==> src/logic/scd_pkg.sv <==
// Purpose: Shared constants and types for the sample clock and power control block
// Assumes: Serial control port frames of 24 bits, MSB first
// Notes:   Addresses are 15 bits wide; data registers are 8 bits wide
package scd_pkg;
   // ****************************************
   // Register addresses
   // ****************************************
   localparam logic [14:0] ADDR_CHAN_INDEX  = 15'h0008; // Channel select
   localparam logic [14:0] ADDR_BUF_CURRENT = 15'h0018; // Input buffer current
   localparam logic [14:0] ADDR_REF_SELECT  = 15'h0024; // Reference source
   localparam logic [14:0] ADDR_DIODE_CTRL  = 15'h0028; // Temperature diode
   localparam logic [14:0] ADDR_PWR_MODE_A  = 15'h003f; // Software power mode
   localparam logic [14:0] ADDR_PWR_PIN_FN  = 15'h0040; // Pin function and pin mode
   localparam logic [14:0] ADDR_DIV_RATIO   = 15'h010b; // Clock divider ratio
   localparam logic [14:0] ADDR_HALF_DELAY  = 15'h010c; // Half-cycle delay per channel
   localparam logic [14:0] ADDR_DIV_SYNC    = 15'h010d; // Divider sync control
   localparam logic [14:0] ADDR_FINE_EN     = 15'h0117; // Fine delay enable
   localparam logic [14:0] ADDR_FINE_VALUE  = 15'h0118; // Fine delay amount
   localparam logic [14:0] ADDR_STANDBY_STATE_FILL   = 15'h0571; // Standby fill select
   // ****************************************
   // Field positions
   // ****************************************
   localparam int SYNC_EN_BIT    = 7;  // Divider sync enable
   localparam int FINE_EN_BIT    = 0;  // Fine delay enable
   localparam int DIODE_EN_BIT   = 0;  // Diode enable
   localparam int STANDBY_STATE_K_BIT     = 7;  // Send /K/ in standby
   localparam int PIN_STANDBY_STATE_BIT   = 7;  // Pin selects standby instead of power-down
   localparam int REF_EXT_BIT    = 0;  // External reference
   localparam int RW_BIT         = 23; // Read when set
   // ****************************************
   // Field codes and reset values
   // ****************************************
   localparam logic [1:0] PWR_CODE_RUN  = 2'h0; // Software mode normal
   localparam logic [1:0] PWR_CODE_STANDBY_STATE = 2'h1; // Software mode standby
   localparam logic [1:0] PWR_CODE_DOWN = 2'h2; // Software mode power-down
   localparam logic [2:0] FD_SEL_DIODE  = 3'h3; // Pin shows diode voltage
   localparam logic [7:0] RST_CHAN_INDEX = 8'h03; // Both channels selected
   localparam logic [7:0] RST_ZERO       = 8'h00; // Other registers
   localparam logic [7:0] FINE_CODE_MAX  = 8'hb1; // Last code within range
   // Fine shift in tenths of a picosecond
   localparam logic signed [15:0] FINE_MIN_DPS  = -16'sd1517;
   localparam logic signed [15:0] FINE_MAX_DPS  = 16'sd1500;
   localparam logic signed [15:0] FINE_STEP_DPS = 16'sd17;
   localparam logic [4:0] FRAME_BITS = 5'd24; // Serial frame length
   localparam logic [4:0] ADDR_BITS  = 5'd16; // Instruction length
   // ****************************************
   // Types
   // ****************************************
   typedef enum logic [1:0] {PWR_RUN, PWR_STANDBY_STATE, PWR_DOWN} scd_pwr_t;
   typedef struct packed {
      logic                sampleEn;    // Divided sample strobe
      logic                halfDelayOn; // Half input period delay selected
      logic                fineOn;      // Fine delay in use
      logic [7:0]          fineCode;    // Fine delay code
      logic signed [15:0]  fineShift;   // Shift, tenths of ps
   } scd_chan_t;
   typedef struct packed {
      logic linkUp;   // Serial link running
      logic zeroFill; // Samples replaced by zero
      logic kFill;    // Samples replaced by /K/
   } scd_link_t;
endpackage

==> src/logic/scd_ctrl.sv <==
// Purpose: Sample clock divider, delays and power mode control behind the serial port
// Assumes: sys_clk is the input sample clock; serial port pins are asynchronous
// Notes:   Analog delay lines and the reference switch sit outside this logic
// Functional notes
// - Divide sample clock by 1, 2, 4, 8
// - Sync event loads divider start state
// - Per-channel half-cycle delay enable
// - Half-cycle delay writes leave link running
// - Fine delay enable and per-channel code
// - Code maps minus 151.7 to 150 ps
// - Fine delay applies at once, no commit
// - Setting fine enable resets datapath
// - Fine value change leaves link running
// - Mode pin active high, default power-down
// - Full power-down stops serial link
// - Registers can also select power-down
// - Standby sends zeros, or /K/ characters
// - Software selects internal or external reference
// - Diode enable bit, local to channel
// - Pin function field selects diode voltage
`timescale 1ns/1ps
`default_nettype none
module scd_ctrl #(
   parameter int NUM_CH = 2 // Converter channels
) (
   // Clock and reset
   input  wire logic              sys_clk,
   input  wire logic              rst,
   // Serial control port
   input  wire logic              spiCsN,
   input  wire logic              spiClk,
   input  wire logic              spiDin,
   output logic                   spiDout,
   output logic                   spiDoutEn,
   // Sync and power pins
   input  wire logic              sysrefPin,
   input  wire logic              power_mode_pin,
   // Channel clocking
   output scd_pkg::scd_chan_t     chanClk [NUM_CH],
   // Link and power state
   output scd_pkg::scd_link_t     linkCtl,
   output logic                   full_power_down,
   output logic                   standby_state,
   output logic                   datapathReset,
   // Analog controls
   output logic                   extRefSelect,
   output logic [7:0]             bufCurrent [NUM_CH],
   output logic                   diodeEnable,
   output logic [2:0]             fdPinSelect,
   output logic                   diodeOnFdPin
);
   import scd_pkg::*;

   // ****************************************
   // Parameter check
   // ****************************************
   if (NUM_CH != 2) begin
      $error("scd_ctrl serves exactly two channels");
   end

   // ****************************************
   // Pin synchronisers
   // ****************************************
   logic [2:0] csSync;   // Chip select stages
   logic [2:0] ckSync;   // Serial clock stages
   logic [2:0] dSync;    // Serial data stages
   logic [2:0] srSync;   // Sync pin stages
   logic [2:0] pmSync;   // Power mode pin stages
   logic       csF;      // Filtered chip select
   logic       ckF;      // Filtered serial clock
   logic       dF;       // Filtered serial data
   logic       srF;      // Filtered sync pin
   logic       pmF;      // Filtered power pin
   logic       ckPrev;   // Serial clock one cycle back
   logic       srPrev;   // Sync pin one cycle back

   // Shift pins through three stages, accept a level once stages two and three agree
   always_ff @(posedge sys_clk or posedge rst) begin
      if (rst) begin
         csSync <= 3'h7;
         ckSync <= 3'h0;
         dSync  <= 3'h0;
         srSync <= 3'h0;
         pmSync <= 3'h0;
         csF    <= 1'b1;
         ckF    <= 1'b0;
         dF     <= 1'b0;
         srF    <= 1'b0;
         pmF    <= 1'b0;
         ckPrev <= 1'b0;
         srPrev <= 1'b0;
      end else begin
         csSync <= {csSync[1:0], spiCsN};
         ckSync <= {ckSync[1:0], spiClk};
         dSync  <= {dSync[1:0], spiDin};
         srSync <= {srSync[1:0], sysrefPin};
         pmSync <= {pmSync[1:0], power_mode_pin};
         if (csSync[1] == csSync[2]) csF <= csSync[2];
         if (ckSync[1] == ckSync[2]) ckF <= ckSync[2];
         if (dSync[1] == dSync[2])   dF  <= dSync[2];
         if (srSync[1] == srSync[2]) srF <= srSync[2];
         if (pmSync[1] == pmSync[2]) pmF <= pmSync[2];
         ckPrev <= ckF;
         srPrev <= srF;
      end
   end

   wire ckRise   = ckF & ~ckPrev & ~csF; // Sample edge inside frame
   wire ckFall   = ~ckF & ckPrev & ~csF; // Drive edge inside frame
   wire syncEdge = srF & ~srPrev;        // Valid sync event

   // ****************************************
   // Serial port framing
   // ****************************************
   logic [4:0]  bitCnt;   // Bits taken this frame
   logic [23:0] rxShift;  // Incoming bits
   logic [7:0]  txShift;  // Outgoing read data
   logic        isRead;   // Frame is a read
   logic [14:0] frameAddr;// Address of this frame

   wire [23:0] rxNext   = {rxShift[22:0], dF};
   wire        addrDone = ckRise & (bitCnt == ADDR_BITS - 5'd1);
   wire        wrStrobe = ckRise & (bitCnt == FRAME_BITS - 5'd1) & ~isRead;
   wire [14:0] wrAddr   = frameAddr;
   wire [7:0]  wrData   = rxNext[7:0];

   // Count bits and capture the instruction
   always_ff @(posedge sys_clk or posedge rst) begin
      if (rst) begin
         bitCnt    <= 5'd0;
         rxShift   <= 24'h000000;
         isRead    <= 1'b0;
         frameAddr <= 15'h0000;
      end else if (csF) begin
         bitCnt <= 5'd0;
      end else if (ckRise) begin
         rxShift <= rxNext;
         if (bitCnt != FRAME_BITS) bitCnt <= bitCnt + 5'd1;
         if (addrDone) begin
            isRead    <= rxNext[15];
            frameAddr <= rxNext[14:0];
         end
      end
   end

   // ****************************************
   // Register file
   // ****************************************
   logic [7:0] chanIndex;              // Channel select
   logic [7:0] refSelect;              // Reference control
   logic [7:0] diodeCtrl;              // Diode control, channel A only
   logic [7:0] pwrModeA;               // Software power mode
   logic [7:0] pwrPinFn;               // Pin mode and pin function
   logic [7:0] divRatio;               // Divider ratio
   logic [7:0] halfDelay;              // Per-channel half-cycle bits
   logic [7:0] divSync;                // Sync enable and start state
   logic [7:0] stbyFill;               // Standby fill select
   logic [7:0] fineEn    [NUM_CH];     // Fine enable per channel
   logic [7:0] fineValue [NUM_CH];     // Fine code per channel
   logic [7:0] bufCur    [NUM_CH];     // Buffer current per channel

   wire selA = chanIndex[0]; // Channel A addressed
   wire selB = chanIndex[1]; // Channel B addressed

   // Store register writes; local registers follow the channel select
   always_ff @(posedge sys_clk or posedge rst) begin
      if (rst) begin
         chanIndex <= RST_CHAN_INDEX;
         refSelect <= RST_ZERO;
         diodeCtrl <= RST_ZERO;
         pwrModeA  <= RST_ZERO;
         pwrPinFn  <= RST_ZERO;
         divRatio  <= RST_ZERO;
         halfDelay <= RST_ZERO;
         divSync   <= RST_ZERO;
         stbyFill  <= RST_ZERO;
         for (int c = 0; c < NUM_CH; c++) begin
            fineEn[c]    <= RST_ZERO;
            fineValue[c] <= RST_ZERO;
            bufCur[c]    <= RST_ZERO;
         end
      end else if (wrStrobe) begin
         case (wrAddr)
            ADDR_CHAN_INDEX: chanIndex <= wrData;
            ADDR_REF_SELECT: refSelect <= wrData;
            ADDR_DIODE_CTRL: if (selA) diodeCtrl <= wrData;
            ADDR_PWR_MODE_A: pwrModeA  <= wrData;
            ADDR_PWR_PIN_FN: pwrPinFn  <= wrData;
            ADDR_DIV_RATIO:  divRatio  <= wrData;
            ADDR_HALF_DELAY: halfDelay <= wrData;
            ADDR_DIV_SYNC:   divSync   <= wrData;
            ADDR_STANDBY_STATE_FILL:  stbyFill  <= wrData;
            ADDR_FINE_EN: begin
               if (selA) fineEn[0] <= wrData;
               if (selB) fineEn[1] <= wrData;
            end
            ADDR_FINE_VALUE: begin
               if (selA) fineValue[0] <= wrData;
               if (selB) fineValue[1] <= wrData;
            end
            ADDR_BUF_CURRENT: begin
               if (selA) bufCur[0] <= wrData;
               if (selB) bufCur[1] <= wrData;
            end
            default: ; // Unmapped writes are dropped
         endcase
      end
   end

   // Read value of an address; local registers show channel A when selected
   function automatic logic [7:0] regRead(input logic [14:0] a);
      logic [7:0] v;
      int         c;
      v = 8'h00;
      c = selA ? 0 : 1;
      case (a)
         ADDR_CHAN_INDEX:  v = chanIndex;
         ADDR_BUF_CURRENT: v = bufCur[c];
         ADDR_REF_SELECT:  v = refSelect;
         ADDR_DIODE_CTRL:  v = diodeCtrl;
         ADDR_PWR_MODE_A:  v = pwrModeA;
         ADDR_PWR_PIN_FN:  v = pwrPinFn;
         ADDR_DIV_RATIO:   v = divRatio;
         ADDR_HALF_DELAY:  v = halfDelay;
         ADDR_DIV_SYNC:    v = divSync;
         ADDR_FINE_EN:     v = fineEn[c];
         ADDR_FINE_VALUE:  v = fineValue[c];
         ADDR_STANDBY_STATE_FILL:   v = stbyFill;
         default:          v = 8'h00;
      endcase
      return v;
   endfunction

   // Load read data after the instruction, shift on falling edges
   always_ff @(posedge sys_clk or posedge rst) begin
      if (rst) begin
         txShift <= 8'h00;
      end else if (addrDone) begin
         txShift <= regRead(rxNext[14:0]);
      end else if (ckFall && bitCnt > ADDR_BITS && bitCnt < FRAME_BITS) begin
         txShift <= {txShift[6:0], 1'b0};
      end
   end

   // Drive the data pin only during the data phase of a read
   assign spiDout   = txShift[7];
   assign spiDoutEn = ~csF & isRead & (bitCnt >= ADDR_BITS) & (bitCnt < FRAME_BITS);

   // ****************************************
   // Clock divider
   // ****************************************
   logic [2:0] divCnt;     // Free-running phase counter
   logic [2:0] divLast;    // Terminal count from ratio
   logic       sampleEn;   // Divided strobe
   logic       halfPrev [NUM_CH]; // Half-delay bits last cycle

   // Terminal count is ratio minus one
   assign divLast = (3'h1 << divRatio[1:0]) - 3'h1;

   // Count, wrap at terminal, load start state on a sync event
   always_ff @(posedge sys_clk or posedge rst) begin
      if (rst) begin
         divCnt <= 3'h0;
      end else if (syncEdge && divSync[SYNC_EN_BIT]) begin
         divCnt <= divSync[2:0] & divLast;
      end else if (divCnt >= divLast) begin
         divCnt <= 3'h0;
      end else begin
         divCnt <= divCnt + 3'h1;
      end
   end

   // Strobe on the wrap cycle unless in full power-down; ratio one then gives a strobe every cycle
   always_ff @(posedge sys_clk or posedge rst) begin
      if (rst) begin
         sampleEn <= 1'b0;
      end else begin
         sampleEn <= (divCnt >= divLast) & ~full_power_down;
      end
   end

   // ****************************************
   // Fine delay and channel outputs
   // ****************************************
   logic fineEnPrev [NUM_CH]; // Fine enable last cycle

   // Map a code to a shift, clipped at the upper end
   function automatic logic signed [15:0] fineMap(input logic [7:0] code);
      logic signed [15:0] s;
      s = FINE_MIN_DPS + 16'(signed'({8'h00, code}) * FINE_STEP_DPS);
      return (code > FINE_CODE_MAX) ? FINE_MAX_DPS : s;
   endfunction

   // Track enable bits for the set edge and drive channel outputs, no commit step
   always_ff @(posedge sys_clk or posedge rst) begin
      if (rst) begin
         for (int c = 0; c < NUM_CH; c++) begin
            fineEnPrev[c] <= 1'b0;
            halfPrev[c]   <= 1'b0;
            chanClk[c]    <= '0;
         end
         datapathReset <= 1'b0;
      end else begin
         // One-cycle reset when any channel turns fine delay on
         datapathReset <= (fineEn[0][FINE_EN_BIT] & ~fineEnPrev[0]) |
                          (fineEn[1][FINE_EN_BIT] & ~fineEnPrev[1]);
         for (int c = 0; c < NUM_CH; c++) begin
            fineEnPrev[c]          <= fineEn[c][FINE_EN_BIT];
            halfPrev[c]            <= halfDelay[c];
            chanClk[c].sampleEn    <= sampleEn;
            chanClk[c].halfDelayOn <= halfPrev[c];
            chanClk[c].fineOn      <= fineEn[c][FINE_EN_BIT];
            chanClk[c].fineCode    <= fineValue[c];
            chanClk[c].fineShift   <= fineEn[c][FINE_EN_BIT] ?
                                      fineMap(fineValue[c]) : 16'sd0;
         end
      end
   end

   // ****************************************
   // Power modes and link control
   // ****************************************
   scd_pwr_t pwrMode; // Resolved power mode
   wire pinStby  = pwrPinFn[PIN_STANDBY_STATE_BIT]; // Pin means standby when set
   wire swDown   = (pwrModeA[1:0] == PWR_CODE_DOWN);
   wire swStby   = (pwrModeA[1:0] == PWR_CODE_STANDBY_STATE);
   wire wantDown = (pmF & ~pinStby) | swDown;
   wire wantStby = (pmF & pinStby) | swStby;

   // Power-down wins over standby
   always_ff @(posedge sys_clk or posedge rst) begin
      if (rst) begin
         pwrMode <= PWR_RUN;
      end else if (wantDown) begin
         pwrMode <= PWR_DOWN;
      end else if (wantStby) begin
         pwrMode <= PWR_STANDBY_STATE;
      end else begin
         pwrMode <= PWR_RUN;
      end
   end

   // Decode mode to link controls; half-delay and fine value never touch these
   assign full_power_down = (pwrMode == PWR_DOWN);
   assign standby_state   = (pwrMode == PWR_STANDBY_STATE);
   assign linkCtl         = '{linkUp:   (pwrMode == PWR_RUN) | standby_state,
                              zeroFill: standby_state & ~stbyFill[STANDBY_STATE_K_BIT],
                              kFill:    standby_state & stbyFill[STANDBY_STATE_K_BIT]};

   // ****************************************
   // Analog control outputs
   // ****************************************
   assign extRefSelect = refSelect[REF_EXT_BIT];
   assign diodeEnable  = diodeCtrl[DIODE_EN_BIT];
   assign fdPinSelect  = pwrPinFn[2:0];
   assign diodeOnFdPin = diodeEnable & (pwrPinFn[2:0] == FD_SEL_DIODE);
   assign bufCurrent   = bufCur;
endmodule
`default_nettype wire

==> config.mk <==
export PLATFORM = sky130hd
export DESIGN_NAME = scd_ctrl
export DESIGN_NICKNAME = d
export VERILOG_FILES = /design/src/logic/scd_pkg.sv /design/src/logic/scd_ctrl.sv
export SDC_FILE = /design/constraint.sdc
export NUM_CORES = 1
export LEC_CHECK = 0
export BUFFER_PORTS_ARGS = -buffer_cell sky130_fd_sc_hd__buf_2
export CORE_MARGIN = 2
export CORE_UTILIZATION = 35
export CTS_CLUSTER_DIAMETER = 100
export CTS_CLUSTER_SIZE = 12
export DETAILED_ROUTE_END_ITERATION = 12
export PLACE_DENSITY_LB_ADDON = 0.08
export RECOVER_POWER = 50
export SYNTH_ARGS = -nofsm -noshare
export SYNTH_HDL_FRONTEND = slang
export SYNTH_SLANG_ARGS = --single-unit
==> constraint.sdc <==
create_clock -name sys_clk -period 7.7 [get_ports sys_clk]
set_input_delay 0 -clock sys_clk [delete_from_list [all_inputs] [get_ports sys_clk]]
set_output_delay 0 -clock sys_clk [all_outputs]
set_load 0.005 [all_outputs]
**Word level (Yosys, flattened, before mapping)**

Cells that the tools add are included.

- Flip-flop bits (word level): 248
- Input bits: 7
- Output and inout bits: 84
- Word-level logic and storage cells: 183

- $add $sub $neg: 5
- Multipliers: 2
- Order comparisons: 7
- Equality and inequality tests: 37
- Shifts and indexed selects: 1
- Mux-type cells: 24
- Bitwise logic cells: 35
- Reductions and logical operators: 25

Operators with widths:

| kind | count |
|---|---|
| == test 15 x 9 -> 1 bit, second input constant | 10 |
| one-hot mux 8 bit (12 select lines) | 1 |
| == test 15 x 6 -> 1 bit, second input constant | 6 |
| 2-to-1 mux 8 bit | 11 |
| 2-to-1 mux 16 bit | 4 |
| greater-or-equal comparator 32 x 2 -> 1 bit, second input constant | 1 |
| inverter 1 -> 32 bit | 1 |
| adder 12 x 14 -> 15 bit, first input constant | 2 |
| == test 15 x 11 -> 1 bit, second input constant | 2 |
| == test 15 x 4 -> 1 bit, second input constant | 2 |
| == test 15 x 5 -> 1 bit, second input constant | 2 |
| == test 15 x 7 -> 1 bit, second input constant | 2 |
| multiplier 8 x 5 -> 13 bit, second input constant | 2 |
| AND reduction 3 bit | 8 |
| AND reduction 2 bit | 10 |
| bitwise AND 1 bit | 19 |
| greater-than comparator 8 bit, second input constant | 2 |
| 2-to-1 mux 5 bit | 3 |
| inverter 1 bit | 10 |
| 2-to-1 mux 3 bit | 2 |
| nonzero test 2 bit | 3 |
| adder 5 x 1 -> 5 bit, second input constant | 1 |
| == test 1 bit | 5 |
| == test 5 x 4 -> 1 bit, second input constant | 1 |
| 18 further kinds | 26 |

**Logic depth before layout (Yosys ltp)**

Gate-level depths: netlist of the first run.

- Word-level depth: 7
- Mapped depth: 9
- Gate-level depth less buffers: 9

**Least setup slack after synthesis of the first run**

No wires, ideal clock.

- Path kind: register to register
- From: register fineValue[5] in the netlist's numbering
- To: register chanClk[11] in the netlist's numbering
- Library setup time: 0.127 ns
- Arrival time: 2.452 ns
- Data required time: 7.573 ns
- Setup slack: 5.121 ns
- Stages on the path, launching flop included: 10
- Buffers on the path: 0
- Period minus slack after synthesis: 2.579 ns
- Cell sequence: dfrtp_1 > ha_1 > ha_1 > fa_1 > a21o_1 > a21oi_1 > xnor2_1 > a21oi_1 > o2111a_1 > or2_2

- Longest elaborated chain between the ends: 4
- Elaborated cells on any way between the ends: 5
- Classes of those cells: add/sub: 1; mul: 1; order compare: 1; mux: 2

Ends and longest elaborated chain:

| what | line | RTL |
|---|---|---|
| start, declared | scd_ctrl.sv:159 | `logic [7:0] fineValue [NUM_CH];` |
| multiplier 8 x 5 -> 13 bit | scd_ctrl.sv:290 | `s = FINE_MIN_DPS + 16'(signed'({8'h00, code}) * FINE_STEP_DPS);` |
| adder 12 x 14 -> 15 bit | scd_ctrl.sv:290 |  |
| 2-to-1 mux 16 bit * | scd_ctrl.sv:291 | `return (code > FINE_CODE_MAX) ? FINE_MAX_DPS : s;` |
| 2-to-1 mux 16 bit * | scd_ctrl.sv:314 | `chanClk[c].fineShift <= fineEn[c][FINE_EN_BIT] ?` |
| end, declared | scd_ctrl.sv:39 | `output scd_pkg::scd_chan_t chanClk [NUM_CH],` |

Mark *: on every way between the ends. The rest lies on a longest branch, timed or not.
A chain may end at the register's enable or synchronous reset.

==> flow_metrics.py, run 1 <==
metrics = {
    "status": {
        "outcome": "complete, but fails checks",
        "violations": "capacitance limit, slew limit",
    },
    "run": {
        "drv_cap": 1,
    },
    "sta": {
        "post-route-period-util_pct": 49.5,
        "finalCriticalPeriod_ns": 3.81,
        "clock.fmax_mhz": 263,
        "finalSetupTns_ns": 0,
        "rsz0062_at_grt": "no",
        "fin_ws_ns": 3.89,
        "worstMarginPinSlew_ns": 3.11,
        "fin_skew_ns": 0.0108,
        "drv_slew": 55,
        "setup_viol_count_final": 0,
        "finalHoldViolations": 0,
        "slew_headroom_pct": -107,
    },
    "clocking": {
        "numCtsBuffers": 24,
        "cts_buffer_depth": 3,
        "clockRootBuffer": "clkbuf_16",
        "cts_resized": 0,
        "cts_tree": "yes",
        "htreeDepth": 1,
        "clkTransAtPathRegs_ns": 0.06,
        "cts_sinks": 246,
        "clk_latency_ns": 0.53,
    },
    "logic_synthesis": {
        "syn_area_per_cell_um2": 12.3,
        "ys_seq_area_share_pct": 54.4,
        "async_flop_share_pct": 100,
        "synth_area_um2": 11300,
        "syn-num-nets": 959,
        "synth_warnings": 0,
        "yosys.area.top_type_share_pct": 53.0,
        "synth_cell_types": 81,
        "synthCells": 923,
        "ys_ff_latch": 246,
        "synthTopCellsByArea": "dfrtp_1 (53%), mux2_2 (14%), ha_1 (3.0%), nand2_1 (3.0%), mux2i_1 (1.7%)",
        "synth_edf_count": 0,
        "ys.flop_type": "dfrtp_1",
        "yosys.area.top_type": "dfrtp_1",
    },
    "cells_and_area": {
        "utilization_pct": 40.5,
        "antenna_cells": 0,
        "n_fill_cell": 3071,
        "nets": 1049,
        "final_common_cell": "dfrtp_1",
        "syn_to_final_growth_pct": 13.3,
        "drive_above_1_share_pct": 26.7,
        "final_cell_mix": "dfrtp_1 (240), mux2_2 (143), nand2_1 (90)",
    },
    "placement": {
        "post-place-ws_ns": 4.81,
        "post-dp-hpwl_um": 20100,
        "place.gp.congestion": 0.806,
        "io_buffers": 90,
    },
    "die": {
        "io-pin-count": 91,
        "die_h_um": 184,
        "start_util_pct": 35.8,
        "dieArea_um2": 33900,
        "fp.dieW_um": 184,
        "coreArea_um2": 31700,
        "num_rows": 65,
    },
    "routing": {
        "via_count": 7556,
        "ant_nets": 0,
        "routed_wl_um": 29700,
        "avgViaCountPerCell": 5.31,
        "drt_iter0_drc": 468,
        "drt-pass1-iter-count": 6,
        "route.detailed.drc": 0,
        "wl_per_cell_um": 20.8,
    },
    "worst_setup_path": {
        "crit_required_ns": 7.64,
        "crit_path_max_fanout": 128,
        "crit_path_start_kind": "primary input",
        "cp-end-kind": "asynchronous set/reset pin",
        "r2r_cells": 8,
        "worstSetupPathType": "in2async",
        "crit_arrival_ns": 3.75,
    },
    "power": {
        "leakagePower_nw": 6.14,
        "ir_worst_vdd_v": 0.000190,
        "p_per_area_nw_per_um2": 221,
    },
    "global_route": {
        "grt-ovfl-total": 0,
        "grt_pass1_wl_um": 47100,
        "grt_pass1_vias": 7734,
        "grt_start_max_net_pins": 129,
        "grt_antenna_before_repair": 0,
        "grt_usage_pct": 18.0,
    },
    "min_path": {
        "min_path_cells": 2,
        "hp-class": "in2reg",
    },
}
[where the power goes]
part	switching (mW)	leakage, nW	total [mW]	internal (mW)
combinational	0.232	2.46	0.330	0.0988
sequential	0.101	3.36	1.43	1.33
clock	0.491	0.323	1.08	0.588
total	0.824	6.14	2.84	2.01
[logic make-up after synthesis]
logic type | share of synthesized area, %
mux | 15.9
fa+ha+maj | 3.77
buf+inv | 2.56
xor+xnor | 2.32
compound gates | 7.71
simple gates | 13.4
flops | 54.4
[metrics by stage]
step	instances	cell area (um^2)	power (mW)	hold slack [ns]
final	1424	12800	2.84	0.113
after global routing	1424	12800	2.97	0.0944
after CTS	1424	12900	2.88	0.0858
after detailed placement	1383	12200	1.79	0.109
after global placement	1383	12200	1.78	0.106
after floorplan	923	11300	1.65	0.00448
[critical path: stages]
cell and delay [ns]:
dlygate4sd3_1 0.54, clkbuf_1 0.16, inv_8 0.53, clkbuf_1 2.25
[layout make-up]
| type | instances | area, um^2 | area share, % |
|---|---|---|---|
| Timing Repair Buffer | 109 | 549 | 4.28 |
| Clock buffer | 34 | 659 | 5.13 |
| Tap cell | 402 | 503 | 3.92 |
| Inverter | 20 | 82.6 | 0.643 |
| Clock inverter | 1 | 8.76 | 0.0682 |
| Multi-Input combinational cell | 612 | 4880 | 38.0 |
| Sequential cell | 246 | 6160 | 48.0 |
[final timing paths]
path                               startpoint                  endpoint  slack (ns)
hold reg to reg            dSync[0]$_DFF_PP0_        dSync[1]$_DFF_PP0_        0.35
max in group sys_clk          csF$_DFFE_PP1N_    txShift[0]$_DFFE_PP0P_        4.16
setup / recovery                          rst  frameAddr[8]$_DFFE_PP0P_        3.89
hold / removal                         spiClk       ckSync[0]$_DFF_PP0_        0.11
min in group asynchronous                 rst     chanClk[29]$_DFF_PP0_        0.16
setup reg to reg              csF$_DFFE_PP1N_    txShift[0]$_DFFE_PP0P_        4.16
[metal layers]
metal,routed length (um),track usage (%),part of all wire (%)
met2,13700,29.0,46
met1,14000,25.3,47
met3,1270,2.67,4.3
met5,0,0,0
met4,703,5.02,2.4
[sequential cells by signal, summed over array words and instances, names as in the netlist, 5 cells and up]
name,count
bitCnt,5
bufCurrent,16
chanClk,49
chanIndex,8
diodeCtrl,8
divRatio,8
divSync,8
fineEn,16
fineValue,16
frameAddr,15
halfDelay,8
pwrModeA,8
pwrPinFn,8
refSelect,8
rxShift,15
stbyFill,8
txShift,8
[synthesized netlist by cell type, types with 7 or more instances]
master / number
mux2_2: 143
ha_1: 27
nor3_1: 7
nand3_1: 10
clkbuf_1: 27
xor2_1: 15
mux2i_1: 19
a21oi_1: 23
dfrtp_1: 240
nand2_1: 90
inv_1: 19
a222oi_1: 7
a31oi_1: 7
a22oi_1: 11
nor2_1: 49
o21ai_0: 24
xnor2_1: 15
nor4_1: 7
nand4_1: 12
[repair_timing]
item | CTS | global route
buffers inserted | 0 | 0
hold endpoints to repair | 131 | 0
hold buffers | 6 | 0
Power figures use the tool's default switching activity.
==> inputs of run 2 (changes only) <==
Clock period 7.7 ns to 3.05 ns, I/O delays scaled along.
==> flow_metrics.py, run 2 (synthesis results as in run 1) <==
metrics = {
    "cells_and_area": {
        "final_common_cell": "dfrtp_1",
        "final_cell_mix": "dfrtp_1 (240), mux2_2 (143), nand2_1 (90)",
        "n_fill_cell": 3093,
        "regMostFlops": "chanClk",
        "nets": 1084,
        "register_area_um2": 6160,
        "design_area_um2": 13100,
        "largest_reg_flops": 49,
        "multiInputGateArea_um2": 4890,
        "utilization_pct": 41.3,
        "antenna_cells": 0,
        "drive_above_1_share_pct": 28.4,
        "syn_to_final_growth_pct": 15.4,
    },
    "die": {
        "coreArea_um2": 31700,
        "start_util_pct": 35.8,
        "fp.dieW_um": 184,
        "die_h_um": 184,
        "num_rows": 65,
        "io-pin-count": 91,
        "dieArea_um2": 33900,
    },
    "global_route": {
        "grt_antenna_before_repair": 0,
        "grt_usage_pct": 18.0,
        "grt_pass1_wl_um": 47000,
        "grt-ovfl-total": 0,
        "grt_start_max_net_pins": 102,
        "grt_pass1_vias": 7575,
    },
    "clocking": {
        "cts_sinks": 246,
        "cts_buffer_depth": 3,
        "clk_latency_ns": 0.52,
        "cts_tree": "yes",
        "clockRootBuffer": "clkbuf_16",
        "clkTransAtPathRegs_ns": 0.06,
        "post_cts_buffers": 0,
        "htreeDepth": 1,
        "numCtsBuffers": 24,
    },
    "worst_setup_path": {
        "cp_slowest_stage_delay_ns": 0.44,
        "crit_required_ns": 3.44,
        "crit_path_max_fanout": 6,
        "cp-end-kind": "register",
        "crit_slowest_cell": "dfrtp_1",
        "worstSetupPathType": "reg2reg",
        "path_cells": "ha_1, ha_1, fa_1, a21o_1, a21oi_1, xnor2_1, a21oi_1, o2111a_1, or2_2",
        "crit_path_start_kind": "register",
        "crit_arrival_ns": 3.16,
    },
    "sta": {
        "worstMarginPinSlew_ns": 1.47,
        "post-route-period-util_pct": 90.6,
        "slew_headroom_pct": 2.05,
        "finalHoldViolations": 0,
        "clock.fmax_mhz": 362,
        "finalCriticalPeriod_ns": 2.76,
        "rsz0062_at_grt": "no",
        "drv_slew": 0,
        "setup_viol_count_final": 0,
        "fin_skew_ns": 0.0157,
    },
    "routing": {
        "ant_nets": 0,
        "avgViaCountPerCell": 5.22,
        "via_count": 7621,
        "drt_iter0_drc": 469,
        "route.detailed.drc": 0,
        "drt-pass1-iter-count": 5,
        "wl_per_cell_um": 20.4,
        "routed_wl_um": 29800,
    },
    "run": {
        "drv_cap": 0,
    },
    "power": {
        "p_per_area_nw_per_um2": 555,
        "ir_worst_vdd_v": 0.000403,
        "total_power_mw": 7.26,
        "leakagePower_nw": 6.28,
    },
    "placement": {
        "post-dp-hpwl_um": 20900,
        "io_buffers": 90,
        "place_area_um2": 12500,
        "place.gp.congestion": 0.835,
    },
    "status": {
        "outcome": "complete, no violations",
    },
    "min_path": {
        "hp-class": "in2reg",
    },
}
-- run 2: final cells by class --
cell class | instances | area share [%]
timing repair buffer | 144 | 6.05
tap | 402 | 3.84
clock buffer | 34 | 5.04
sequential | 246 | 47.1
inverter | 20 | 0.583
clock inverter | 1 | 0.0669
multi-input combinational | 612 | 37.3
-- run 2: report_power, final --
group / switching (mW) / total, mW / internal (mW)
Clock: 1.21 / 2.69 / 1.48
Sequential: 0.231 / 3.58 / 3.35
Combinational: 0.670 / 0.989 / 0.319
Total: 2.11 / 7.26 / 5.15
-- run 2: final timing paths --
kind,start,endpoint,slack (ns),depth (start not counted)
max in group asynchronous,rst,ckF$_DFFE_PP0N_,0.74,5
min in group asynchronous,rst,chanClk[29]$_DFF_PP0_,0.54,4
worst min register to register,pmSync[0]$_DFF_PP0_,pmSync[1]$_DFF_PP0_,0.35,0
worst max-delay path,fineValue[9]$_DFFE_PP0P_,chanClk[38]$_DFF_PP0_,0.29,9
worst max register to register,fineValue[9]$_DFFE_PP0P_,chanClk[38]$_DFF_PP0_,0.29,9
worst min-delay path,spiClk,ckSync[0]$_DFF_PP0_,0.12,2
-- run 2: critical path, delay by kind of cell (launching register included) --
| family | cells | cell delay [ns] |
|---|---|---|
| adder cells (fa/ha/maj) | 3 | 0.96 |
| flip-flops | 1 | 0.44 |
| AND/OR/NAND/NOR | 1 | 0.29 |
| AO/OA/AOI/OAI | 4 | 0.78 |
| XOR/XNOR | 1 | 0.18 |
-- run 2: through the flow --
| stage | cells | setup slack [ns] | setup TNS [ns] | hold slack [ns] |
|---|---|---|---|---|
| after floorplan | 923 | -0.177 | -42.44 | 0.00448 |
| after detailed placement | 1417 | 0.311 | 0 | -0.0551 |
| after global placement | 1417 | 0.342 | 0 | -0.0511 |
| after global routing | 1459 | 0.135 | 0 | 0.106 |
| final | 1459 | 0.285 | 0 | 0.122 |
| after CTS | 1459 | 0.294 | 0 | 0.0951 |
-- run 2: what timing repair did --
item	4_1_cts	5_1_grt
resized for setup	0	0
hold buffers	7	0
endpoints found under the hold margin	245	0
-- run 2: metal layers --
metal / wire length, um / share of wire, % / global-route usage [%] / vias to the layer above
li1: - / - / - / 3594
met1: 13900 / 47 / 25.5 / 3833
met4: 444 / 1.5 / 3.97 / 0
met3: 1320 / 4.4 / 2.99 / 26
met2: 14200 / 48 / 29.2 / 168
met5: 0 / 0 / 0 / -
